==> src/hw/arfcs_regs.vh <==
// register offsets, field positions, reset values and codes for the result/channel block
// assumes an 8-bit special-function register port with byte addresses
`ifndef ARFCS_REGS_VH
`define ARFCS_REGS_VH
// channel select register
`define ARFCS_CHAN_ADDR 8'hBB
`define ARFCS_CHAN_RESET 5'h1F
// configuration register (repeat count in bits 2..1)
`define ARFCS_CFG_ADDR 8'hBC
`define ARFCS_CFG_RESET 8'hF8
`define ARFCS_RPT_LSB 1
// control register (left justify in bit 2, done flag in bit 5)
`define ARFCS_CTL_ADDR 8'hE8
`define ARFCS_CTL_RESET 8'h00
`define ARFCS_LJ_BIT 2
`define ARFCS_DONE_BIT 5
// result bytes
`define ARFCS_RESH_ADDR 8'hBE
`define ARFCS_RESL_ADDR 8'hBD
// channel codes
`define ARFCS_CODE_LAST_PIN 5'h17
`define ARFCS_CODE_TEMP 5'h18
`define ARFCS_CODE_SUPPLY 5'h19
// mux select encodings
`define ARFCS_SEL_PIN 2'h0
`define ARFCS_SEL_TEMP 2'h1
`define ARFCS_SEL_SUPPLY 2'h2
`define ARFCS_SEL_GND 2'h3
`endif

==> src/hw/arfcs_accum.v <==
// sample accumulator: sums 1, 4, 8 or 16 twelve-bit samples
// assumes samples arrive as one-cycle strobes on the system clock
`timescale 1ns/1ps
module arfcs_accum (
  input wire clock,
  input wire rstn,
  input wire ce,
  input wire [1:0] rpt_sel,
  input wire sample_valid,
  input wire [11:0] sample,
  output reg [15:0] sum_out,
  output reg sum_valid
);
  // running sum and count within a series
  reg [15:0] acc_reg;
  reg [3:0] cnt_reg;
  reg [3:0] last_cnt;
  wire [15:0] acc_next;

  // last index of a series for each repeat setting
  always @* begin
    case (rpt_sel)
      2'h0: last_cnt = 4'h0;
      2'h1: last_cnt = 4'h3;
      2'h2: last_cnt = 4'h7;
      default: last_cnt = 4'hF;
    endcase
  end

  assign acc_next = acc_reg + {4'h0, sample};

  // accumulate and release at series end
  always @(posedge clock) begin
    if (!rstn) begin
      acc_reg <= 16'h0000;
      cnt_reg <= 4'h0;
      sum_out <= 16'h0000;
      sum_valid <= 1'b0;
    end else if (ce) begin
      sum_valid <= 1'b0;
      if (sample_valid) begin
        if (cnt_reg == last_cnt) begin
          sum_out <= acc_next;
          sum_valid <= 1'b1;
          acc_reg <= 16'h0000;
          cnt_reg <= 4'h0;
        end else begin
          acc_reg <= acc_next;
          cnt_reg <= cnt_reg + 4'h1;
        end
      end
    end
  end
endmodule // arfcs_accum

==> src/hw/arfcs_top.v <==
// result formatting and input channel selection for a 12-bit converter
// assumes an 8-bit register port on the system clock and sample strobes from the converter
//
// What this block does
// - single results are 12-bit, refreshed each conversion
// - right justify to 11..0, left to 15..4
// - unused result bits always read zero
// - repeated series update only after last
// - accumulate 4, 8 or 16 samples
// - accumulated value is plain sum
// - five-bit code selects pins, temp, supply, ground
// - hardware sets done flag only after full series
`timescale 1ns/1ps
`include "arfcs_regs.vh"
module arfcs_top (
  input wire clock,
  input wire rstn,
  input wire ce,
  // register port
  input wire [7:0] sfr_addr,
  input wire sfr_wr,
  input wire sfr_rd,
  input wire [7:0] sfr_wdata,
  output reg [7:0] sfr_rdata,
  // converter sample input
  input wire sample_valid,
  input wire [11:0] sample,
  // analog mux control
  output reg [1:0] mux_sel,
  output reg [4:0] pin_index,
  output reg [4:0] channel_code
);
  // configuration register: repeat count in bits 2..1, bit 0 reads zero
  reg [7:0] cfg_reg;
  // left justify select, honoured for single results only
  reg lj_reg;
  // conversion done flag, set by hardware, written by software
  reg done_reg;
  // result pair as software reads it
  reg [7:0] result_high_byte;
  reg [7:0] result_low_byte;
  // mux select decoded from the current channel code
  reg [1:0] sel_next;
  // pin number that goes with the decoded select
  reg [4:0] pin_next;
  // read data of the addressed register
  reg [7:0] rd_next;
  // formatted result ahead of the result bytes
  wire [15:0] fmt;
  // left justify really applied to this result
  wire lj_apply;
  // repeat count field
  wire [1:0] rpt_sel;
  // finished value and its one-cycle strobe from the accumulator
  wire [15:0] sum_out;
  wire sum_valid;
  // per-register write strobes, already gated by the clock enable
  wire wr_chan;
  wire wr_cfg;
  wire wr_ctl;
  // read strobe gated by the clock enable
  wire rd_take;
  // bit index of the justify loop
  genvar b;

  // repeat count straight from the configuration register
  assign rpt_sel = cfg_reg[`ARFCS_RPT_LSB+1:`ARFCS_RPT_LSB];

  // write and read decode; a low enable blocks every access so nothing moves
  assign wr_chan = ce && sfr_wr && (sfr_addr == `ARFCS_CHAN_ADDR);
  assign wr_cfg = ce && sfr_wr && (sfr_addr == `ARFCS_CFG_ADDR);
  assign wr_ctl = ce && sfr_wr && (sfr_addr == `ARFCS_CTL_ADDR);
  assign rd_take = ce && sfr_rd;

  // sums are defined right justified only, so the shift is kept to repeat one
  assign lj_apply = lj_reg && (rpt_sel == 2'h0);

  arfcs_accum u_accum (
    .clock(clock),
    .rstn(rstn),
    .ce(ce),
    .rpt_sel(rpt_sel),
    .sample_valid(sample_valid),
    .sample(sample),
    .sum_out(sum_out),
    .sum_valid(sum_valid)
  );

  // justify the finished value one bit at a time
  // a single right-justified result is at most twelve bits wide,
  // so its top four bits arrive as zero from the accumulator
  // per-bit justification
  generate
    for (b = 0; b < 16; b = b + 1) begin : g_just
      if (b < 4) begin : g_low
        assign fmt[b] = lj_apply ? 1'b0 : sum_out[b];
      end else begin : g_high
        // shifted up by four, or straight through
        assign fmt[b] = lj_apply ? sum_out[b-4] : sum_out[b];
      end
    end
  endgenerate

  // channel code decode
  always @* begin
    // defaults: ground, no pin
    sel_next = `ARFCS_SEL_GND;
    pin_next = 5'h00;
    if (channel_code <= `ARFCS_CODE_LAST_PIN) begin
      // port pins in code order
      sel_next = `ARFCS_SEL_PIN;
      pin_next = channel_code;
    end else if (channel_code == `ARFCS_CODE_TEMP) begin
      // temperature sensor
      sel_next = `ARFCS_SEL_TEMP;
    end else if (channel_code == `ARFCS_CODE_SUPPLY) begin
      // supply rail
      sel_next = `ARFCS_SEL_SUPPLY;
    end else begin
      // every remaining code ties the input to ground
      sel_next = `ARFCS_SEL_GND;
    end
  end

  // read mux
  always @* begin
    case (sfr_addr)
      `ARFCS_CHAN_ADDR: rd_next = {3'h0, channel_code};
      `ARFCS_CFG_ADDR: rd_next = cfg_reg;
      `ARFCS_CTL_ADDR: rd_next = {2'h0, done_reg, 2'h0, lj_reg, 2'h0};
      `ARFCS_RESH_ADDR: rd_next = result_high_byte;
      `ARFCS_RESL_ADDR: rd_next = result_low_byte;
      // unmapped addresses read zero
      default: rd_next = 8'h00;
    endcase
  end

  // channel select register
  always @(posedge clock) begin
    if (!rstn) begin
      channel_code <= `ARFCS_CHAN_RESET;
    end else if (wr_chan) begin
      channel_code <= sfr_wdata[4:0];
    end
  end

  // configuration register, bit 0 kept at zero
  always @(posedge clock) begin
    if (!rstn) begin
      cfg_reg <= `ARFCS_CFG_RESET;
    end else if (wr_cfg) begin
      // changing the repeat count mid-series is left undefined
      cfg_reg <= {sfr_wdata[7:1], 1'b0};
    end
  end

  // left justify select
  always @(posedge clock) begin
    if (!rstn) begin
      lj_reg <= 1'b0;
    end else if (wr_ctl) begin
      // takes effect on the next finished result
      lj_reg <= sfr_wdata[`ARFCS_LJ_BIT];
    end
  end

  // done flag: hardware sets, software writes
  always @(posedge clock) begin
    if (!rstn) begin
      done_reg <= 1'b0;
    end else if (ce) begin
      if (sum_valid) begin
        // done after full series
        // a clear in the same cycle loses, so no finish is missed
        done_reg <= 1'b1;
      end else if (wr_ctl) begin
        // software clear or set
        done_reg <= sfr_wdata[`ARFCS_DONE_BIT];
      end
    end
  end

  always @(posedge clock) begin
    if (!rstn) begin
      result_high_byte <= 8'h00;
      result_low_byte <= 8'h00;
    end else if (ce && sum_valid) begin
      // both bytes from one formatted value, never torn
      result_high_byte <= fmt[15:8];
      result_low_byte <= fmt[7:0];
    end
  end

  // registered mux controls
  always @(posedge clock) begin
    if (!rstn) begin
      // ground selected out of reset
      mux_sel <= `ARFCS_SEL_GND;
      pin_index <= 5'h00;
    end else if (ce) begin
      // follow the channel code one cycle later
      mux_sel <= sel_next;
      pin_index <= pin_next;
    end
  end

  // registered read data, stands until the next read
  always @(posedge clock) begin
    if (!rstn) begin
      sfr_rdata <= 8'h00;
    end else if (rd_take) begin
      // sampled from the register as it stands at the read edge
      sfr_rdata <= rd_next;
    end
  end
endmodule // arfcs_top

==> config.mk <==
export PLATFORM = sky130hd
export DESIGN_NAME = arfcs_top
export DESIGN_NICKNAME = d
export VERILOG_FILES = /design/src/hw/arfcs_accum.v /design/src/hw/arfcs_top.v
export VERILOG_INCLUDE_DIRS = /design/src /design/src/hw
export SDC_FILE = /design/constraint.sdc
export NUM_CORES = 1
export LEC_CHECK = 0
export ABC_AREA = 1
export BUFFER_PORTS_ARGS = -buffer_cell sky130_fd_sc_hd__buf_2
export CAP_MARGIN = 20
export CORE_MARGIN = 5
export CORE_UTILIZATION = 62
export DETAILED_ROUTE_END_ITERATION = 10
export GPL_ROUTABILITY_DRIVEN = 0
export PLACE_DENSITY = 0.95
export SETUP_SLACK_MARGIN = 0.05
export SLEW_MARGIN = 25
export SYNTH_ARGS = -nofsm -noshare
export SYNTH_HDL_FRONTEND = slang
export SYNTH_SLANG_ARGS = --single-unit
==> constraint.sdc <==
create_clock -name clock -period 3.1 [get_ports clock]
set_input_delay 0.31 -clock clock [delete_from_list [all_inputs] [get_ports clock]]
set_output_delay 0.31 -clock clock [all_outputs]
set_load 0.01 [all_outputs]
==> results of run 1 <==
worst min-delay path, delay by kind of cell:
| kind | cells | cell delay, ps |
|---|---|---|
| buf+inv | 1 | 80 |
| simple gates | 2 | 110 |
cell families after synthesis:
group,count (synthesis),synth area share [%]
AO/OA/AOI/OAI,130,16.9
XOR/XNOR,8,1.65
adder cells (fa/ha/maj),14,4.31
buffers and inverters,104,9.61
flip-flops,82,38.7
AND/OR/NAND/NOR,292,28.9
cell usage in the layout, fill, tap and decap left out, drive strengths merged, types with 4 or more instances in the layout:
cell type and instances:
o211ai 9, clkbuf 9, xor2 7, nand2 177, buf 56, dfxtp 82, nand3 50, o21ai 37
nor3 9, ha 13, nor2 46, a211oi 4, nand3b 4, a21oi 73, inv 88
metal layers:
metal  GRT usage, %  up-vias  routed length [µm]
met5              0        -                   0
met4           12.0        0                 352
met3           4.96       40                 841
met2           41.9      196                4880
met1           30.6     1928                4360
li1               -     2139                   -
power groups by stage:
stage	Clock (W)	Combinational, W	Sequential [W]
floorplan	0	0.000152	0.00113
global placement	0	0.000212	0.00113
detailed placement	0	0.000219	0.00113
CTS	0.000826	0.000221	0.00111
global route	0.000873	0.000253	0.00111
finish	0.000827	0.000223	0.00111
path summary, 6_finish.rpt:
kind	from	endpoint	slack, ps
setup reg to reg	cfg_reg[2]	u_accum.sum_out[6]	1140
setup / recovery	cfg_reg[2]	u_accum.sum_out[6]	1140
hold reg to reg	sfr_rdata[4]	sfr_rdata[4]	470
hold / removal	sfr_wdata[6]	cfg_reg[6]	160
through the flow:
step | hold slack (ps) | power (W) | utilization, % | setup slack (ps)
2_1_floorplan | 429 | 0.00128 | - | 1430
3_3_place_gp | 438 | 0.00134 | 67.5 | 1150
3_5_place_dp | 450 | 0.00135 | 67.5 | 1120
4_1_cts | 165 | 0.00215 | 70.6 | 1180
5_1_grt | 174 | 0.00224 | 70.6 | 1010
6_report | 162 | 0.00216 | 70.6 | 1140
layout make-up:
cell class | count | area share [%]
well taps | 80 | 2.11
multi-input cells | 444 | 46.3
repair buffers | 56 | 6.07
inverters | 83 | 6.57
flip-flops and latches | 82 | 34.6
clock buffers | 9 | 2.61
clock inverters | 7 | 1.77
==> reports/metrics.cfg, run 1 <==
[route]
postRouteAntennaNets = 0
drc = 0
wl_per_cell_um = 13.7
vias = 4303
routed_wl_mm = 10.4
drt_pass1_iterations = 5
vias_per_cell = 5.65
drtIter0Drc = 329

[cells_and_area]
layout.nets = 724
design_area_mm2 = 0.00474
num-fill-cells = 532
diodes = 0
seqCellArea_mm2 = 0.00164
area_growth_pct = 11.8
fin_cells = 761
drive_above_1_share_pct = 12.6
multi_input_area_mm2 = 0.00219

[synth]
yosysTopAreaCell = dfxtp_1
synth_area_mm2 = 0.00424
synthMostInstantiatedCell = nand2_1
synthFlopType = dfxtp_1
synth_top_area_share_pct = 38.7
synth_fp_nets = 678
ys_top_cells_by_count = nand2_1 (175), dfxtp_1 (82), inv_1 (79)
synth.distinct_cells = 34
async_flop_share_pct = 0
yosysWarnings = 0
synth_edf_count = 0
ys_seq_elements = 82
yosysSeqAreaShare_pct = 38.7
synth.area.top_cells = dfxtp_1 (39%), nand2_1 (15%), a21oi_1 (8.4%)
avgSynthCellArea_um2 = 6.73
syn_inst = 630

[power_and_ir_drop]
ir_worst_vdd_mv = 0.288
p_leak_nw = 2.29
comb_power_share_pct = 10.3
intPower_w = 0.00155
p_clk_share_pct = 38.3
netSwitchingFraction_pct = 28.1
power.switching_w = 0.000606
p_seq_share_pct = 51.3
powerDensity_mw_per_mm2 = 455

[clock_network]
cts_resized = 0
cts_inserted_buffers = 9
clock-root-buffer = clkbuf_8
cts_setup_buffers = 0
cts-hold-fix-buffers = 0
cts_tree = built
clk_pin_slew_ps = 90
clk_path_buf_depth = 2
cts.sinks = 82
h-tree-depth = 3
clk_latency_ps = 370

[setup_path]
path_max_fanout = 21
crit_arrival_ps = 2260
path_cells = inv_2 -> o21ai_1 -> nand3_1 -> nor2_2 -> nand2_2 -> inv_2 -> o21ai_0 -> nor2_1
crit_required_ps = 3400
cp_common_cell = inv_2
slowest_stage = dfxtp_1
rr_worst_depth = 8
critPathTopFamily = simple AND/OR/NAND/NOR gates
critPathLaunchType = register
criticalPathCategory = register to register
crit_buf_inv = 2
end_kind = register
cpPeakStageDelay_ps = 480
cp.depth = 8

[grt]
grt_pass1_wl_mm = 17.5
grt_overflow_total = 0
antenna_found_initial = 0
grt_pass1_vias = 4038
grt_max_degree = 55
grt_use_total_pct = 24.9

[timing]
fin_crit_ps = 1960
fin_crit_sh_pct = 63.2
setup_violations = 0
fmax_ghz = 0.511
rsz0062_at_grt = false
fin_worst_skew_ps = 8.73
tightest_slew_ps = 992
hold_viol = 0
drv_slew = 0
fin_tns_setup_ps = 0
maxSlewHeadroom_pct = 33.3

[die]
die_x_um = 92.7
dieArea_mm2 = 0.00860
die_h_um = 92.7
rows = 30
ios = 54
core_area_mm2 = 0.00672
start_util_pct = 63.1

[outcome]
status = complete, no violations

[place]
dp_cells = 745
portBuffers = 53
postPlaceCellArea_mm2 = 0.00453
dp_hpwl_mm = 7.36

[worst_hold_path]
worstHoldPathCells = 3
min_path_type = primary input to register

[flow_run]
maxCapViolCount = 0

Note: power is estimated with default switching activity, not from simulation.
==> run 2: changes to the inputs <==
--- a/config.mk
+++ b/config.mk
@@ -10,10 +10,10 @@
 export BUFFER_PORTS_ARGS = -buffer_cell sky130_fd_sc_hd__buf_2
 export CAP_MARGIN = 20
 export CORE_MARGIN = 5
-export CORE_UTILIZATION = 62
+export CORE_UTILIZATION = 58
 export DETAILED_ROUTE_END_ITERATION = 10
 export GPL_ROUTABILITY_DRIVEN = 0
-export PLACE_DENSITY = 0.95
+export PLACE_DENSITY = 0.92
 export SETUP_SLACK_MARGIN = 0.05
 export SLEW_MARGIN = 25
 export SYNTH_ARGS = -nofsm -noshare
==> constraint.sdc (replaced) <==
create_clock -name clock -period 2 [get_ports clock]
set_input_delay 0.2 -clock clock [delete_from_list [all_inputs] [get_ports clock]]
set_output_delay 0.2 -clock clock [all_outputs]
set_load 0.01 [all_outputs]
==> reports/metrics.cfg, run 2 (synthesis gave the netlist of run 1 again) <==
[outcome]
status = complete, no violations

[route]
drt_pass1_iterations = 5  ; unchanged
drtIter0Drc = 275  ; -16%
vias_per_cell = 5.37  ; -5.0%
routed.top_layer = met4
vias = 4222  ; -1.9%
wl_met3_um = 577  ; -31%
wl_per_cell_um = 13.2  ; -3.8%
wl_met2_mm = 5.00  ; +2.5%
drc = 0  ; unchanged
postRouteAntennaNets = 0  ; unchanged
m1WireLength_mm = 4.49  ; +3.0%
routed_wl_mm = 10.4  ; -0.62%

[clock_network]
clk_path_buf_depth = 2  ; unchanged
clk_pin_slew_ps = 90  ; about the same
cts_inserted_buffers = 9  ; unchanged
cts.sinks = 82  ; unchanged
cts_tree = built
cts_setup_buffers = 0  ; unchanged
clk_latency_ps = 360  ; about the same
clock-root-buffer = clkbuf_8
h-tree-depth = 3  ; unchanged

[setup_path]
path_cells = ha_1 -> fa_2 -> nand2_1 -> nand2_1 -> and2_1 -> nand3_1 -> nand4_1 -> nand2_1 -> nand2_1 -> nand2_1 -> inv_1
r2r-start = u_accum.acc_reg[0]
r2r_slack_ps = 170  ; -980 ps
cp_common_cell = nand2_1
slowest_stage = fa_2
timing.rr.end = u_accum.sum_out[12]
path_max_fanout = 3  ; -86%
crit_required_ps = 2270  ; -1130 ps
criticalPathCategory = register to register
cp.depth = 11  ; +3
rr_worst_depth = 11  ; +3
critPathLaunchType = register
crit_buf_inv = 1  ; -1
crit_arrival_ps = 2100  ; -160 ps
critPathTopFamily = simple AND/OR/NAND/NOR gates
cpPeakStageDelay_ps = 360  ; -120 ps
end_kind = register

[cells_and_area]
fin_cells = 786  ; +3.3%
area_growth_pct = 13.0
layout.nets = 730  ; +0.83%
final_core_util_pct = 66.8  ; -3.8 points
diodes = 0  ; unchanged
drive_above_1_share_pct = 13.5  ; +0.91 points
num-fill-cells = 601  ; +13%
final_common_cell = nand2_1
final_cell_mix = nand2_1 (175), dfxtp_1 (82), inv_1 (79)

[place]
dp_cells = 770  ; +3.4%
portBuffers = 53  ; unchanged
place_ws_ps = 149  ; -971 ps
dp_hpwl_mm = 7.56  ; +2.7%

[power_and_ir_drop]
p_leak_nw = 2.31  ; +0.81%
powerDensity_mw_per_mm2 = 662  ; +46%
ir_worst_vdd_mv = 0.318  ; +11%

[timing]
hold_viol = 0  ; unchanged
fin_worst_skew_ps = 7.64  ; -1.09 ps
tightest_slew_ps = 500  ; -492 ps
setup_violations = 0  ; unchanged
drv_slew = 0  ; unchanged
rsz0062_at_grt = false
fmax_ghz = 0.545  ; +6.8%
fin_crit_ps = 1830  ; -125 ps
worst_slack_ps = 166  ; -975 ps
fin_crit_sh_pct = 91.7  ; +29 points
worst_hold_slack_ps = 56.7  ; -106 ps
maxSlewHeadroom_pct = 66.4  ; +33 points
fin_tns_setup_ps = 0  ; unchanged

[flow_run]
maxCapViolCount = 0  ; unchanged

[grt]
grt_pass1_vias = 4026  ; -0.30%
grt_max_degree = 32  ; -42%
grt_overflow_total = 0  ; unchanged
grt_use_total_pct = 24.2  ; -0.78 points
grt_pass1_wl_mm = 17.4  ; -1.0%
antenna_found_initial = 0  ; unchanged

[worst_hold_path]
hp-start = sfr_wdata[0]
min_path_type = primary input to register
hold_end = channel_code[0]
worstHoldPathCells = 3  ; unchanged

[die]
die_x_um = 95.5  ; +3.0%
rows = 31  ; +3.3%
start_util_pct = 59.1  ; -4.0 points
core_area_mm2 = 0.00718  ; +6.8%
ios = 54  ; unchanged
die_h_um = 95.5  ; +3.0%
dieArea_mm2 = 0.00913  ; +6.1%

run 2: cell types whose count changed in the layout (fill, tap and decap cells not counted), sizes merged:
cell and change:
bufinv -1, inv -2, clkinv +3, buf +6
run 2: timing repair:
| action | in CTS | in global routing |
|---|---|---|
| endpoints found under the setup margin | 0 | 3 |
| gates resized for setup | 0 | 1 |
| endpoints found under the hold margin | 0 | 0 |
| hold buffers | 0 | 0 |
run 2: where the power goes:
| group | switching [W] | internal, W |
|---|---|---|
| clock network | 0.000644 | 0.000461 |
| registers | 0.0000315 | 0.00168 |
| logic | 0.000227 | 0.000127 |
| total | 0.000903 | 0.00227 |
run 2: metrics by stage:
stage | cell area (µm²) | total power (W)
6_report | 4790 | 0.00318
5_1_grt | 4790 | 0.00333
4_1_cts | 4790 | 0.00320
3_5_place_dp | 4620 | 0.00210
3_3_place_gp | 4620 | 0.00209
2_1_floorplan | 4240 | 0.00198
run 2: final cells by class:
class | count | area [µm²] | share of cell area [%]
multi-input cells | 444 | 2200 | 45.8
flip-flops and latches | 82 | 1640 | 34.2
repair buffers | 62 | 345 | 7.20
inverters | 83 | 312 | 6.50
clock buffers | 9 | 124 | 2.58
well taps | 99 | 124 | 2.58
clock inverters | 7 | 52.6 | 1.10
run 2: worst max path at each step:
stage	from	to	slack, ps
finish	u_accum.acc_reg[0]	u_accum.sum_out[12]	170
global route	u_accum.acc_reg[6]	u_accum.acc_reg[7]	70
CTS	u_accum.acc_reg[0]	u_accum.sum_out[12]	110
detailed placement	sample[0]	u_accum.acc_reg[12]	150
global placement	sample[0]	u_accum.acc_reg[8]	250
floorplan	u_accum.acc_reg[0]	u_accum.acc_reg[8]	350
run 2: metal layers:
metal | global-route usage, % | vias up
met3 | 3.95 | 25
met5 | 0 | -
met1 | 28.5 | 1895
met4 | 12.8 | 0
li1 | - | 2149
met2 | 41.9 | 153
run 2: worst reg2reg max path: cells and delay by family, from the launching register on:
family                     cells  cell delay, ps
adders and majority gates      2             570
buffers and inverters          1              40
DFF                            1             320
and+or+nand+nor                8             810
==> run 3: changes to the inputs <==
--- a/config.mk
+++ b/config.mk
@@ -13,7 +13,7 @@
 export CORE_UTILIZATION = 58
 export DETAILED_ROUTE_END_ITERATION = 10
 export GPL_ROUTABILITY_DRIVEN = 0
-export PLACE_DENSITY = 0.92
+export PLACE_DENSITY = 0.8
 export SETUP_SLACK_MARGIN = 0.05
 export SLEW_MARGIN = 25
 export SYNTH_ARGS = -nofsm -noshare
==> reports/metrics.cfg, run 3 (synthesis gave the netlist of run 1 again) <==
[outcome]
status = complete, no violations

[timing]
fin_crit_ps = 1770  ; -69.0 ps
fin_worst_skew_ps = 12.8  ; +5.16 ps
fmax_ghz = 0.567  ; +3.9%
hold_viol = 0  ; unchanged
fin_crit_sh_pct = 88.3  ; -3.5 points
fin_tns_setup_ps = 0  ; unchanged
tightest_slew_ps = 643  ; +143 ps
rsz0062_at_grt = false
worst_hold_slack_ps = 42.1  ; -14.6 ps
maxSlewHeadroom_pct = 57.1  ; -9.3 points
setup_violations = 0  ; unchanged
drv_slew = 0  ; unchanged

[setup_path]
r2r_slack_ps = 230  ; +70 ps
critPathLaunchType = register
end_kind = register
crit_arrival_ps = 2050  ; -50 ps
startpoint = u_accum.acc_reg[0]
rr_worst_depth = 10  ; -1
crit_required_ps = 2290  ; +20 ps
criticalPathCategory = register to register
timing.rr.end = u_accum.acc_reg[8]
path_max_fanout = 3  ; unchanged
r2r-start = u_accum.acc_reg[0]

[power_and_ir_drop]
netSwitchingFraction_pct = 27.6  ; -0.88 points
power.switching_w = 0.000912  ; +0.98%
p_clk_share_pct = 37.5  ; +2.7 points
powerDensity_mw_per_mm2 = 685  ; +3.5%
power.total_w = 0.00331  ; +4.2%
p_seq_share_pct = 51.8  ; -2.2 points
p_leak_nw = 2.32  ; +0.65%
ir_worst_vdd_mv = 0.411  ; +29%
intPower_w = 0.00240  ; +5.5%
comb_power_share_pct = 10.7  ; -0.4 points

[die]
start_util_pct = 59.1  ; unchanged
core_area_mm2 = 0.00718  ; unchanged
rows = 31  ; unchanged
dieArea_mm2 = 0.00913  ; unchanged
die_x_um = 95.5  ; unchanged
die_h_um = 95.5  ; unchanged
ios = 54  ; unchanged

[worst_hold_path]
worstHoldPathCells = 3  ; unchanged
hp-start = sfr_wdata[0]
hold_end = channel_code[0]
min_path_type = primary input to register

[cells_and_area]
final_common_cell = nand2_1
area_growth_pct = 13.8
layout.nets = 733  ; +0.41%
final_core_util_pct = 67.3  ; +0.47 points
drive_above_1_share_pct = 13.9  ; +0.38 points
diodes = 0  ; unchanged
final_cell_mix = nand2_1 (175), dfxtp_1 (82), inv_1 (79)

[clock_network]
cts_inserted_buffers = 9  ; unchanged
clk_latency_ps = 360  ; about the same
cts.sinks = 82  ; unchanged
clk_pin_slew_ps = 90  ; about the same
cts_tree = built
h-tree-depth = 3  ; unchanged
clock-root-buffer = clkbuf_8
clk_path_buf_depth = 2  ; unchanged
cts_setup_buffers = 0  ; unchanged

[route]
drt_pass1_iterations = 5  ; unchanged
vias_per_cell = 5.33  ; -0.85%
drc = 0  ; unchanged
drtIter0Drc = 240  ; -13%
routed_wl_mm = 10.4  ; +0.60%
vias = 4202  ; -0.47%
postRouteAntennaNets = 0  ; unchanged
wl_per_cell_um = 13.2  ; +0.22%

[place]
portBuffers = 53  ; unchanged
dp_hpwl_mm = 7.62  ; +0.81%

[grt]
grt_pass1_vias = 3999  ; -0.67%
grt_use_total_pct = 24.1  ; -0.076 points
grt_max_degree = 35  ; +9.4%
grt_overflow_total = 0  ; unchanged
grt_pass1_wl_mm = 17.5  ; +0.79%
antenna_found_initial = 0  ; unchanged

[flow_run]
maxCapViolCount = 0  ; unchanged

-- run 3: cell count changes in the layout (fill, tap and decap cells not counted), sizes merged --
cell / previous run / this run
buf: 62 / 65
bufinv: 0 / 1
clkinv: 3 / 2
clkinvlp: 1 / 2
inv: 86 / 85
-- run 3: routing by layer --
layer,GRT usage [%],part of all wire [%],vias up
met4,12.2,3.1,0
met3,4.89,5.8,30
li1,-,-,2156
met1,28.8,43,1880
met5,0,0,-
met2,40.8,48,136
-- run 3: power groups by stage --
stage / logic (W) / registers [W] / clock network (W)
2_1_floorplan: 0.000235 / 0.00175 / 0
6_report: 0.000352 / 0.00172 / 0.00124
5_1_grt: 0.000400 / 0.00172 / 0.00133
4_1_cts: 0.000351 / 0.00172 / 0.00125
3_5_place_dp: 0.000348 / 0.00175 / 0
3_3_place_gp: 0.000342 / 0.00175 / 0
-- run 3: layout make-up --
| cell class | count | area, µm² |
|---|---|---|
| Clock buffer | 9 | 124 |
| Sequential cell | 82 | 1640 |
| Timing Repair Buffer | 65 | 355 |
| Tap cell | 99 | 124 |
| Fill cell | 665 | 2350 |
| Clock inverter | 7 | 76.3 |
| Multi-Input combinational cell | 444 | 2200 |
| Inverter | 83 | 312 |
-- run 3: critical path, cell delays in order (launching register included) --
cell     delay (ps)
dfxtp_1         320
ha_1            210
fa_2            360
nand2_1          80
nand2_1          70
and2_1          170
nand2_1          70
nand2_1          50
xor2_1          170
nand2_1          70
a21oi_1         130
-- run 3: how the worst max path moves through the flow --
stage,endpoint,slack [ps],cells past startpoint
finish,u_accum.acc_reg[8],230,10
detailed placement,u_accum.acc_reg[8],180,11
global route,u_accum.acc_reg[8],70,10
floorplan,u_accum.acc_reg[8],350,10
global placement,u_accum.acc_reg[8],230,11
CTS,u_accum.acc_reg[8],180,10
-- run 3: stage by stage --
step / cell area, µm² / setup slack (ps) / std cells
CTS: 4830 / 179 / 789
finish: 4830 / 235 / 789
global placement: 4630 / 234 / 773
detailed placement: 4630 / 176 / 773
floorplan: 4240 / 354 / 630
global route: 4830 / 71.2 / 789
-- run 3: repair_timing --
action | 4_1_cts | 5_1_grt
endpoints found under the hold margin | 0 | 0
hold buffers | 0 | 0
gates resized for setup | 0 | 1
setup endpoints to repair | 0 | 2
